$ cat src/hdl/ccs_pkg.sv
// constants shared by the cpu clock selection block
package ccs_pkg;
	// strap codes on the clock mode pins
	localparam logic [2:0] CCS_MODE_DIV2 = 3'h1;
	localparam logic [2:0] CCS_MODE_DIRECT = 3'h3;
	localparam logic [2:0] CCS_MODE_PLL_DEFAULT = 3'h7;
	localparam logic [2:0] CCS_MODE_RESET = 3'h7;
	// pll multiplication factors in eighths, per strap code
	localparam logic [5:0] CCS_F8_000 = 6'h03;
	localparam logic [5:0] CCS_F8_010 = 6'h0C;
	localparam logic [5:0] CCS_F8_100 = 6'h30;
	localparam logic [5:0] CCS_F8_101 = 6'h09;
	localparam logic [5:0] CCS_F8_110 = 6'h18;
	localparam logic [5:0] CCS_F8_111 = 6'h24;
	localparam logic [5:0] CCS_F8_NONE = 6'h00;
	// pll edges without an oscillator transition before it counts as lost
	localparam int CCS_OWD_LIMIT = 8;
	// peripheral divider select width, ratio is two to the select
	localparam int CCS_DIV_SEL_W = 3;
	localparam int CCS_PERIPH_N = 4;
	// source selection states
	typedef enum logic [3:0] {
		CCS_ST_BOOT = 4'h1,
		CCS_ST_OSC = 4'h2,
		CCS_ST_PLL = 4'h4,
		CCS_ST_EMERG = 4'h8
	} ccs_state_t;
endpackage : ccs_pkg

$ cat src/hdl/ccs_periph_div.sv
// one peripheral clock enable, a binary division of the cpu clock
`timescale 1ns/1ns
`default_nettype none
module ccs_periph_div
	import ccs_pkg::*;
#(
	parameter int SEL_W = CCS_DIV_SEL_W
)
(
	input wire logic clk,
	input wire logic rst_n,
	input wire logic cpu_rise,
	input wire logic [SEL_W-1:0] div_sel,
	output logic periph_en
);
	localparam int CNT_W = (1 << SEL_W);
	// counter width doubles per select bit, so keep the select narrow
	if (SEL_W < 1 || SEL_W > 4)
	begin : g_bad_param
		$error("ccs_periph_div: unsupported select width");
	end
	logic [CNT_W-1:0] cnt;
	logic [CNT_W-1:0] mask;
	logic hit;
	// ratio 2**div_sel: fire when the low div_sel bits are all ones
	assign mask = CNT_W'((CNT_W+1)'(1) << div_sel) - CNT_W'(1);
	assign hit = cpu_rise && ((cnt & mask) == mask);

	// free counter of cpu clock rising edges
	always_ff @(posedge clk or negedge rst_n)
	begin
		if (!rst_n)
		begin
			cnt <= '0;
			periph_en <= 1'b0;
		end
		else
		begin
			if (cpu_rise)
				cnt <= cnt + CNT_W'(1);
			periph_en <= hit;
		end
	end
endmodule : ccs_periph_div
`default_nettype wire

$ cat src/hdl/ccs_clock_select.sv
// cpu clock selection, oscillator watchdog and peripheral clock gating
// Operation
// - strap 001 at reset makes the cpu clock the oscillator divided by two.
// - in divide mode each cpu clock phase lasts one oscillator period.
// - strap 011 at reset passes the oscillator straight to the cpu clock.
// - in divide and direct modes pll clock edges supervise oscillator transitions.
// - missing oscillator transitions raise the interrupt and move cpu onto pll.
// - after an oscillator failure the pll runs at its basic free frequency.
// - watchdog enable low means no interrupt and cpu stays on oscillator.
// - once moved to pll the cpu returns to oscillator only by reset.
// - idle stops the core clock while the peripheral clock keeps running.
// - each peripheral gets its own binary division of the cpu clock.
// - lost input clock drops the pll to its basic frequency range, unless watchdog enable is low in divide or direct mode.
// - strap 111 selects default pll mode, factor 4.5, both dividers off.
`timescale 1ns/1ns
`default_nettype none
module ccs_clock_select
	import ccs_pkg::*;
#(
	parameter int OWD_LIMIT = CCS_OWD_LIMIT,
	parameter int PERIPH_N = CCS_PERIPH_N,
	parameter int SEL_W = CCS_DIV_SEL_W
)
(
	input wire logic clk,
	input wire logic rst_n,
	input wire logic [2:0] clock_mode_pins,
	input wire logic crystal_input,
	input wire logic pll_clock,
	input wire logic osc_watchdog_int_enable,
	input wire logic idle_mode,
	input wire logic [PERIPH_N*SEL_W-1:0] periph_div_sel,
	output logic cpu_clock,
	output logic cpu_core_clock,
	output logic [PERIPH_N-1:0] periph_clk_en,
	output logic owd_irq,
	output logic pll_basic_mode,
	output logic [5:0] pll_factor_x8,
	output logic pll_dividers_off,
	output logic on_pll_clock
);
	localparam int CW = $clog2(OWD_LIMIT + 1);
	localparam logic [CW-1:0] LIMIT = CW'(OWD_LIMIT);

	// refuse settings the logic cannot serve, at elaboration
	if (OWD_LIMIT < 2 || PERIPH_N < 1 || SEL_W < 1 || SEL_W > 4)
	begin : g_bad_param
		$error("ccs_clock_select: unsupported parameter value");
	end

	logic [2:0] mode;
	logic mode_valid;
	logic osc_d;
	logic pll_d;
	logic div_q;
	logic cpu_prev;
	logic [CW-1:0] miss_cnt;
	logic miss_seen;
	ccs_state_t state;
	ccs_state_t next_state;
	logic next_cpu_clock;

	// strap capture on the first edge after reset release
	// latch once
	always_ff @(posedge clk or negedge rst_n)
	begin
		if (!rst_n)
		begin
			mode <= CCS_MODE_RESET;
			mode_valid <= 1'b0;
		end
		else if (!mode_valid)
		begin
			mode <= clock_mode_pins;
			mode_valid <= 1'b1;
		end
	end

	// mode decode
	logic is_div2;
	logic is_direct;
	logic supervised;
	assign is_div2 = (mode == CCS_MODE_DIV2);
	assign is_direct = (mode == CCS_MODE_DIRECT);
	// watchdog switchover only where the oscillator drives the cpu
	assign supervised = is_div2 || is_direct;

	// edge detection on the sampled oscillator and pll levels
	logic osc_edge;
	logic osc_rise;
	logic pll_rise;
	logic cpu_rise;
	logic missing;
	assign osc_edge = crystal_input ^ osc_d;
	assign osc_rise = crystal_input & ~osc_d;
	assign pll_rise = pll_clock & ~pll_d;
	assign cpu_rise = cpu_clock & ~cpu_prev;
	assign missing = (miss_cnt == LIMIT);

	// pipeline registers and the 2:1 prescaler
	always_ff @(posedge clk or negedge rst_n)
	begin
		if (!rst_n)
		begin
			osc_d <= 1'b0;
			pll_d <= 1'b0;
			div_q <= 1'b0;
			cpu_prev <= 1'b0;
		end
		else
		begin
			osc_d <= crystal_input;
			pll_d <= pll_clock;
			cpu_prev <= cpu_clock;
			if (osc_rise)
				div_q <= ~div_q;
		end
	end

	// watchdog: pll edges since the last oscillator transition
	// count pll edges
	always_ff @(posedge clk or negedge rst_n)
	begin
		if (!rst_n)
			miss_cnt <= '0;
		else if (osc_edge)
			miss_cnt <= '0;
		else if (pll_rise && !missing)
			miss_cnt <= miss_cnt + CW'(1);
	end

	// source state machine
	always_comb
	begin
		next_state = state;
		unique case (state)
			CCS_ST_BOOT:
				if (mode_valid)
					next_state = supervised ? CCS_ST_OSC : CCS_ST_PLL;
			CCS_ST_OSC:
				// switch on loss, only when enabled
				if (missing && osc_watchdog_int_enable)
					next_state = CCS_ST_EMERG;
			CCS_ST_PLL:
				next_state = CCS_ST_PLL;
			CCS_ST_EMERG:
				next_state = CCS_ST_EMERG;
		endcase
	end

	always_ff @(posedge clk or negedge rst_n)
	begin
		if (!rst_n)
			state <= CCS_ST_BOOT;
		else
			state <= next_state;
	end

	// cpu clock source selection
	always_comb
	begin
		next_cpu_clock = 1'b0;
		unique case (state)
			CCS_ST_BOOT:
				next_cpu_clock = 1'b0;
			CCS_ST_OSC:
				next_cpu_clock = is_div2 ? div_q : osc_d;
			CCS_ST_PLL:
				next_cpu_clock = pll_d;
			CCS_ST_EMERG:
				next_cpu_clock = pll_d;
		endcase
	end

	// clock outputs; the core copy is gated, the peripheral copy never is
	always_ff @(posedge clk or negedge rst_n)
	begin
		if (!rst_n)
		begin
			cpu_clock <= 1'b0;
			cpu_core_clock <= 1'b0;
		end
		else
		begin
			cpu_clock <= next_cpu_clock;
			cpu_core_clock <= next_cpu_clock & ~idle_mode;
		end
	end

	// interrupt pulse on the first cycle a loss is seen
	logic loss_event;
	assign loss_event = missing && !miss_seen && (state != CCS_ST_BOOT);
	always_ff @(posedge clk or negedge rst_n)
	begin
		if (!rst_n)
		begin
			miss_seen <= 1'b0;
			owd_irq <= 1'b0;
			pll_basic_mode <= 1'b0;
		end
		else
		begin
			miss_seen <= missing;
			// request, suppressed while disabled
			// a switch always carries its request, even if enable rises during a standing loss
			owd_irq <= osc_watchdog_int_enable && (loss_event || (state == CCS_ST_OSC && missing));
			// sticky after the switch, follows loss in pll modes
			if (next_state == CCS_ST_EMERG)
				pll_basic_mode <= 1'b1;
			else if (state == CCS_ST_PLL)
				pll_basic_mode <= missing;
		end
	end

	// pll factor per strap, in eighths; none in oscillator modes
	// default mode 111 is 4.5 with dividers off
	always_comb
	begin
		pll_factor_x8 = CCS_F8_NONE;
		unique case (mode)
			3'h0: pll_factor_x8 = CCS_F8_000;
			3'h2: pll_factor_x8 = CCS_F8_010;
			3'h4: pll_factor_x8 = CCS_F8_100;
			3'h5: pll_factor_x8 = CCS_F8_101;
			3'h6: pll_factor_x8 = CCS_F8_110;
			3'h7: pll_factor_x8 = CCS_F8_111;
			default: pll_factor_x8 = CCS_F8_NONE;
		endcase
	end
	assign pll_dividers_off = (mode != 3'h0) && (mode != 3'h5) && !is_div2;
	assign on_pll_clock = (state == CCS_ST_PLL) || (state == CCS_ST_EMERG);

	// per-peripheral dividers run from the ungated cpu clock
	// one divider each
	genvar gi;
	generate
		for (gi = 0; gi < PERIPH_N; gi++)
		begin : g_periph
			ccs_periph_div #(
				.SEL_W(SEL_W)
			) u_div (
				.clk(clk),
				.rst_n(rst_n),
				.cpu_rise(cpu_rise),
				.div_sel(periph_div_sel[gi*SEL_W +: SEL_W]),
				.periph_en(periph_clk_en[gi])
			);
		end
	endgenerate

	// checks on the selection logic
	a_strap_held: assert property (@(posedge clk) disable iff (!rst_n)
		mode_valid |=> $stable(mode))
		else $error("mode changed after capture");
	a_div_phase: assert property (@(posedge clk) disable iff (!rst_n)
		(state == CCS_ST_OSC && is_div2 && osc_rise) |=> (div_q != $past(div_q)))
		else $error("prescaler did not toggle on oscillator rise");
	a_div_output: assert property (@(posedge clk) disable iff (!rst_n)
		(state == CCS_ST_OSC && is_div2) |=> (cpu_clock == $past(div_q)))
		else $error("divide mode cpu clock wrong");
	a_direct_out: assert property (@(posedge clk) disable iff (!rst_n)
		(state == CCS_ST_OSC && is_direct) |-> ##1 (cpu_clock == $past(osc_d)))
		else $error("direct mode cpu clock wrong");
	a_switch_pll: assert property (@(posedge clk) disable iff (!rst_n)
		(state == CCS_ST_OSC && missing && osc_watchdog_int_enable) |=> owd_irq && state == CCS_ST_EMERG)
		else $error("loss did not raise interrupt and switch");
	a_disabled_quiet: assert property (@(posedge clk) disable iff (!rst_n)
		(!$past(osc_watchdog_int_enable) && $past(state) == CCS_ST_OSC) |-> !owd_irq && state == CCS_ST_OSC)
		else $error("disabled watchdog acted");
	a_stay_pll: assert property (@(posedge clk) disable iff (!rst_n)
		(state == CCS_ST_EMERG) |=> (state == CCS_ST_EMERG) && pll_basic_mode)
		else $error("left emergency pll without reset");
	a_basic_freq: assert property (@(posedge clk) disable iff (!rst_n)
		(state == CCS_ST_EMERG) |-> pll_basic_mode && on_pll_clock)
		else $error("pll not in basic mode after failure");
	a_idle_gate: assert property (@(posedge clk) disable iff (!rst_n)
		$past(idle_mode) |-> !cpu_core_clock)
		else $error("core clock ran in idle");
	a_watch_count: assert property (@(posedge clk) disable iff (!rst_n)
		osc_edge |=> (miss_cnt == '0))
		else $error("watchdog count not cleared by oscillator edge");
	a_default_mode: assert property (@(posedge clk) disable iff (!rst_n)
		(mode == CCS_MODE_PLL_DEFAULT) |-> (pll_factor_x8 == CCS_F8_111) && pll_dividers_off)
		else $error("default pll mode factor wrong");
	a_loss_basic: assert property (@(posedge clk) disable iff (!rst_n)
		(state == CCS_ST_PLL && missing) |=> pll_basic_mode)
		else $error("pll not dropped to basic on loss");
	a_irq_single: assert property (@(posedge clk) disable iff (!rst_n)
		owd_irq |=> !owd_irq)
		else $error("watchdog request longer than one cycle");
	a_pll_source: assert property (@(posedge clk) disable iff (!rst_n)
		(state == CCS_ST_EMERG) |=> (cpu_clock == $past(pll_d)))
		else $error("cpu clock not taken from pll after failure");
	a_core_follow: assert property (@(posedge clk) disable iff (!rst_n)
		!$past(idle_mode) |-> (cpu_core_clock == cpu_clock))
		else $error("core clock differs from cpu clock outside idle");
endmodule : ccs_clock_select
`default_nettype wire

$ cat config.mk
export PLATFORM = sky130hd
export DESIGN_NAME = ccs_clock_select
export DESIGN_NICKNAME = d
export VERILOG_FILES = /design/src/hdl/ccs_pkg.sv /design/src/hdl/ccs_periph_div.sv /design/src/hdl/ccs_clock_select.sv
export SDC_FILE = /design/constraint.sdc
export NUM_CORES = 1
export LEC_CHECK = 0
export BUFFER_PORTS_ARGS = -buffer_cell sky130_fd_sc_hd__clkbuf_2
export CAP_MARGIN = 20
export CORE_MARGIN = 10
export CORE_UTILIZATION = 50
export CTS_BUF_LIST = sky130_fd_sc_hd__clkbuf_8
export DETAILED_ROUTE_END_ITERATION = 12
export GPL_TIMING_DRIVEN = 0
export PLACE_DENSITY = 0.71
export SLEW_MARGIN = 20
export SYNTH_ARGS = -nofsm -noshare
export SYNTH_HDL_FRONTEND = slang
export SYNTH_HIERARCHICAL = 1
export SYNTH_SLANG_ARGS = --single-unit
export TNS_END_PERCENT = 30
$ cat constraint.sdc
create_clock -name clk -period 4.8 [get_ports clk]
set_clock_uncertainty 0.05 [all_clocks]
set_input_delay 0.72 -clock clk [delete_from_list [all_inputs] [get_ports clk]]
set_output_delay 0.72 -clock clk [all_outputs]
set_load 0.1 [all_outputs]
# [Word level (Yosys, flattened, before mapping)]
# Cells that the tools add are included.
[op_classes] n_mux=11 multipliers=0 order_cmp=0 div=0 n_shift=4 reduce_logical=23 bitwise_logic=14 n_eq_ne=19 addsub=9
[op_table] cell="$pmux 6 s6" n=1
[op_table] cell="$add 8x1->8 const B" n=4
[op_table] cell="$and 8x8->8" n=4
[op_table] cell="$eq 8x8->1" n=4
[op_table] cell="$shl 1x3->8 const A" n=4
[op_table] cell="$sub 8x2->8 const B" n=4
[op_table] cell="$mux 4" n=4
[op_table] cell="$pmux 4 s4" n=1
[op_table] cell="$eq 3x3->1 const B" n=4
[op_table] cell="$eq 4x4->1 const B" n=3
[op_table] cell="$logic_and 1x1->1" n=12
[op_table] cell="$eq 3x2->1 const B" n=2
[op_table] cell="$not 1->1" n=5
[op_table] cell="$add 4x1->4 const B" n=1
[op_table] cell="$and 1x1->1" n=4
[op_table] cell="$eq 4x1->1 const B" n=1
[op_table] cell="$eq 4x2->1 const B" n=1
[op_table] cell="$eq 4x3->1 const B" n=1
[op_table] cell="$ne 4x1->1 const B" n=1
[op_table] cell="$reduce_bool 2->1" n=2
[op_table] cell="$eq 3x1->1 const B" n=1
[op_table] cell="$logic_not 1->1" n=3
[op_table] cell="$logic_not 3->1" n=1
[op_table] cell="$logic_or 1x1->1" n=3
[op_table] cell="7 further kinds" n=9
[word_totals] inputBits=21 register_bits=57 rom_bits=0 out_inout_bits=16 latchBits=0 ramBits=0 elab_cells=101 n_memories=0

# [Longest topological paths before layout]
[logic_depth] ltp_word=7 mapped_depth=6 depth_no_buf=6

# [Modules after synthesis]
# The synthesis kept the hierarchy.
[by_module_without_submodules] mod="ccs_periph_div" area_each_um2=392.9 cells_per_inst=35 seq_area_each_um2=200.2 n_inst=4
[by_module_without_submodules] mod="ccs_clock_select" area_each_um2=1082.3 cells_per_inst=108 seq_area_each_um2=530.5 n_inst=1

# [Worst setup path after synthesis]
# Ideal clock, no wire load.
[synth_timing] path_kind="register to output" startpoint="register mode[0]" endpoint="output port pll_factor_x8[0]" required_time_ps=4030 path_slack_ps=697 path_stages_with_launch=5 n_path_buf=1 arrival_ps=3333 path_cell_list="dfstp_2 -> buf_6 -> nand2b_1 -> inv_1 -> nor3_1"
[synth_between] elab_chain_len=2 word_cells_on_any_way=7 classes_between="eq/ne (5); mux (1); reduce/logical (1)"
[synth_rtl] element="start: declaration" line_no="ccs_clock_select.sv:51" rtl="logic [2:0] mode;"
[synth_rtl] element="start signal: assignment" line_no="ccs_clock_select.sv:74" rtl="mode <= clock_mode_pins;"
[synth_rtl] element="$eq 3x3->1, or another cell as far along" line_no="ccs_clock_select.sv:220" rtl="unique case (mode)"
[synth_rtl] element="$pmux 6 s6 *" line_no="ccs_clock_select.sv:220"
[synth_rtl] element="end: declaration" line_no="ccs_clock_select.sv:38" rtl="output logic [5:0] pll_factor_x8,"
# Every way passes the cells marked *; elsewhere a longest branch is shown, timed or not.

# [Final worst setup path]
[layout_timing] startpoint="register state[3]" endpoint="output port on_pll_clock"
[layout_between] elab_chain_len=2 word_cells_on_any_way=3 classes_between="eq/ne (2); reduce/logical (1)"
[layout_rtl] element="start: declaration" line_no="ccs_clock_select.sv:59" rtl="ccs_state_t state;"
[layout_rtl] element="start signal: assignment" line_no="ccs_clock_select.sv:156" rtl="state <= next_state;"
[layout_rtl] element="$eq 4x3->1 / $eq 4x4->1 (equally long branches)" line_no="ccs_clock_select.sv:231" rtl="assign on_pll_clock = (state == CCS_ST_PLL) || (state == CCS_ST_EMERG);"
[layout_rtl] element="$logic_or 1x1->1 *" line_no="ccs_clock_select.sv:231"
[layout_rtl] element="end: declaration" line_no="ccs_clock_select.sv:40" rtl="output logic on_pll_clock"
# Marked as above.

==> reports/qor.csv <==
stage,metric,value,unit
routing,DRC Markers,0,
critical_path,critical path class,register to output port,
global_routing,Overflow after GRT,0,
finish,Final Util,59.1,%
floorplan,core area,5140,um2
floorplan,starting density of the core,51.6,%
critical_path,WP data required,4.03,ns
finish,ANT cells,0,
yosys,prevailing post-synth register cell,dfrtp_1,
yosys,Mapped Nets,276,
clock_network,Sink Count,53,
yosys,instance count of the mapped netlist,248,
yosys,YS warnings,6,
yosys,Post-synth EDFFs,0,
sta,Final Cycle Share,55.5,%
finish,nets@finish,319,
clock_network,CTS root buf,clkbuf_8,
clock_network,CTS H-Tree Depth,2,
routing,routed wire length,4.77,mm
floorplan,die width,92.9,um
critical_path,Worst path slowest cell,clkbuf_2,
sta,Rel. slew slack,53.4,%
yosys,Async SR Flop Fraction,100,%
critical_path,WP data arrival,1.89,ns
sta,fin. max-slew vios,0,
critical_path,WP buf/inv,2,
clock_network,Setup Buffers After CTS,0,
critical_path,crit-path cells,clkbuf_1 -> xnor2_1 -> nor3_1 -> clkbuf_2,
yosys,mapped cell area,2650,um2
finish,layout cells sized above 1,20.9,%
place,post-DP HPWL,3.57,mm
critical_path,Setup crit start kind,register,
floorplan,Die Y,92.9,um
clock_network,Max clock buf depth,2,
global_routing,vias in the first global route,1964,
pwr,Flop pwr share,51.9,%
global_routing,Total Routing Usage GR,11.8,%
place,pre-CTS setup slack,2.50,ns
critical_path,largest delay contributor family on the critical path,buffers and inverters,
sta,setup tns final,0,ns
status,status,finished clean,
finish,area delta synth->final,14.5,%
yosys,sequential area share after synthesis,50.2,%
floorplan,die area,8620,um2
critical_path,CP Max Fanout,10,
clock_network,cts bufs inserted,5,
yosys,#FFs+latches synth,53,
critical_path,CP peak stage delay,0.51,ns
routing,DRT antenna net count,0,
critical_path,Critical Path Sink Type,output port,
global_routing,initial antenna violation count,0,
sta,RSZ-0062 raised after global routing,no,
yosys,Synth cell types,42,
clock_network,CTS tree,built,
place,Final Wtd Congestion,0.781,
pwr,VDD IR max,0.000246,V
pwr,Net Sw Frac,34.6,%
sta,pin slew with the least headroom to its limit,0.700,ns
routing,post-DR wirelength/cell,13.2,um
pwr,static leakage,1.39,nW
global_routing,largest net degree at the start of global routing,54,
clock_network,count of hold buffers inserted by post-cts repair,0,
routing,Initial DRC Count,102,
yosys,post-synth top area share,46.2,%
clock_network,cts repair resizes,0,
pwr,net switching power,0.000446,W
sta,Final Hold Viols,0,
yosys,synth top area cells,"dfrtp_1 46%, xnor2_1 7.3%, dfstp_2 4.0%",
pwr,Clock power frac,23.5,%
sta,final worst path period need,2.66,ns
yosys,syn avg cell area,10.7,um2
clock_network,worst skew pair latency,0.31,ns
yosys,"area leader, netlist",dfrtp_1,
sta,final setup fails,0,
sta,FMAX,375,MHz
routing,First-pass DRT Iterations,4,
worst_hold_path,Tightest Hold Check Type,register to register,
pwr,combinational share of power,24.6,%
place,PortBufs,36,
floorplan,io pins,37,
floorplan,row count,26,
global_routing,first-pass GRT wire length,8.60,mm
routing,vias,1905,
sta,worst setup margin,2.14,ns
pwr,Power Dens Cells,424,nW/um2
clock_network,"Reg clk slew, reported paths",0.10,ns
job,# Max-Cap Violations,0,
routing,Via density,5.26,
pwr,Pint,0.000843,W
worst reg2reg max path, delay by kind of cell (launching register included):
family | cells | cell delay [ns]
simple gates | 2 | 0.73
flops | 1 | 0.41
buf+inv | 1 | 0.23
compound gates | 1 | 0.18
logic make-up (layout without fill, tap and decap cells):
family,count (synthesis),in the layout,share of synthesized area [%]
simple gates,82,82,17.3
fa+ha+maj,7,7,3.30
xor+xnor,27,27,8.91
buf+inv,23,67,4.76
flops,53,53,50.2
compound gates,46,46,11.7
mux,9,9,3.72
other cells,1,1,0.141
cells in the mapped netlist, types with 2 or more instances:
| master | instances |
|---|---|
| buf_2 | 2 |
| nor2b_1 | 6 |
| mux2i_1 | 2 |
| ha_1 | 7 |
| nor3_1 | 5 |
| xor2_1 | 5 |
| o21ai_0 | 10 |
| mux2_2 | 3 |
| a211oi_1 | 4 |
| dfstp_2 | 4 |
| nand3b_1 | 2 |
| nand2b_1 | 7 |
| and3_1 | 8 |
| nor4b_1 | 2 |
| nand3_1 | 6 |
| o2bb2ai_1 | 4 |
| mux2_1 | 4 |
| nand4_1 | 8 |
| o2111ai_1 | 4 |
| dfrtp_1 | 49 |
| xnor2_1 | 22 |
| or3_1 | 4 |
| inv_1 | 12 |
| and2_1 | 5 |
| a21oi_1 | 13 |
| clkbuf_1 | 3 |
| a21bo_1 | 4 |
| nand2_1 | 22 |
| o31ai_1 | 3 |
| buf_6 | 5 |
| nor2_1 | 2 |
flip-flops by register name, summed over array words and instances, names as in the netlist:
register,count
mode,3
state,4
div_q,1
miss_cnt,4
pll_basic_mode,1
g_periph.u_div/cnt,28
pll_d,1
cpu_core_clock,1
cpu_clock,1
mode_valid,1
miss_seen,1
osc_d,1
cpu_prev,1
owd_irq,1
g_periph.u_div/periph_en,4
power groups by stage:
stage / clock (W) / sequential [W] / combinational (W)
floorplan: 0 / 0.000665 / 0.000241
global placement: 0 / 0.000676 / 0.000309
detailed placement: 0 / 0.000678 / 0.000323
CTS: 0.000318 / 0.000670 / 0.000324
global route: 0.000335 / 0.000690 / 0.000354
finish: 0.000303 / 0.000669 / 0.000318
path summary, 6_finish.rpt:
kind	from	to	slack [ns]	depth (start not counted)
max	state[3]$_DFF_PN0_	on_pll_clock	2.14	4
min in group asynchronous	rst_n	g_periph[2].u_div/cnt[5]$_DFFE_PN0P_	0.42	1
max in group asynchronous	rst_n	g_periph[2].u_div/cnt[0]$_DFFE_PN0P_	3.81	1
min reg2reg	cpu_clock$_DFF_PN0_	cpu_prev$_DFF_PN0_	0.38	0
max reg2reg	state[3]$_DFF_PN0_	cpu_core_clock$_DFF_PN0_	3.12	4
min	cpu_clock$_DFF_PN0_	cpu_prev$_DFF_PN0_	0.38	0
stage by stage:
stage          total power [W]  std cells  cell area [um2]  hold slack, ns
6_report               0.00129        362             3040           0.378
5_1_grt                0.00138        362             3040           0.403
4_1_cts                0.00131        362             3040           0.385
3_5_place_dp           0.00100        354             2920           0.351
3_3_place_gp          0.000985        354             2920           0.328
2_1_floorplan         0.000906        248             2650           0.374
metal layers:
layer	wire length, um	vias up	global-route usage [%]
met5	0	-	0
met4	69	0	4.50
met3	235	7	3.55
met2	2270	38	19.5
met1	2190	906	14.0
li1	-	954	-
layout make-up:
type	instances	area [um2]
fillers	465	2100
clock inverters	3	46.3
clock buffers	5	68.8
multi-input cells	172	1200
well taps	70	87.6
repair buffers	36	183
inverters	13	48.8
plain buffers	10	77.6
flip-flops and latches	53	1330
layout by cell type, fill, tap and decap left out, drive strengths merged, types with 7 or more instances in the layout:
cell    count
dfrtp      49
clkbuf     44
xnor2      22
mux2        7
buf         7
inv        13
nand4       8
a21oi      13
ha          7
and3        8
nand2      22
o21ai      10
nand2b      7
Power figures use the tool's default switching activity.
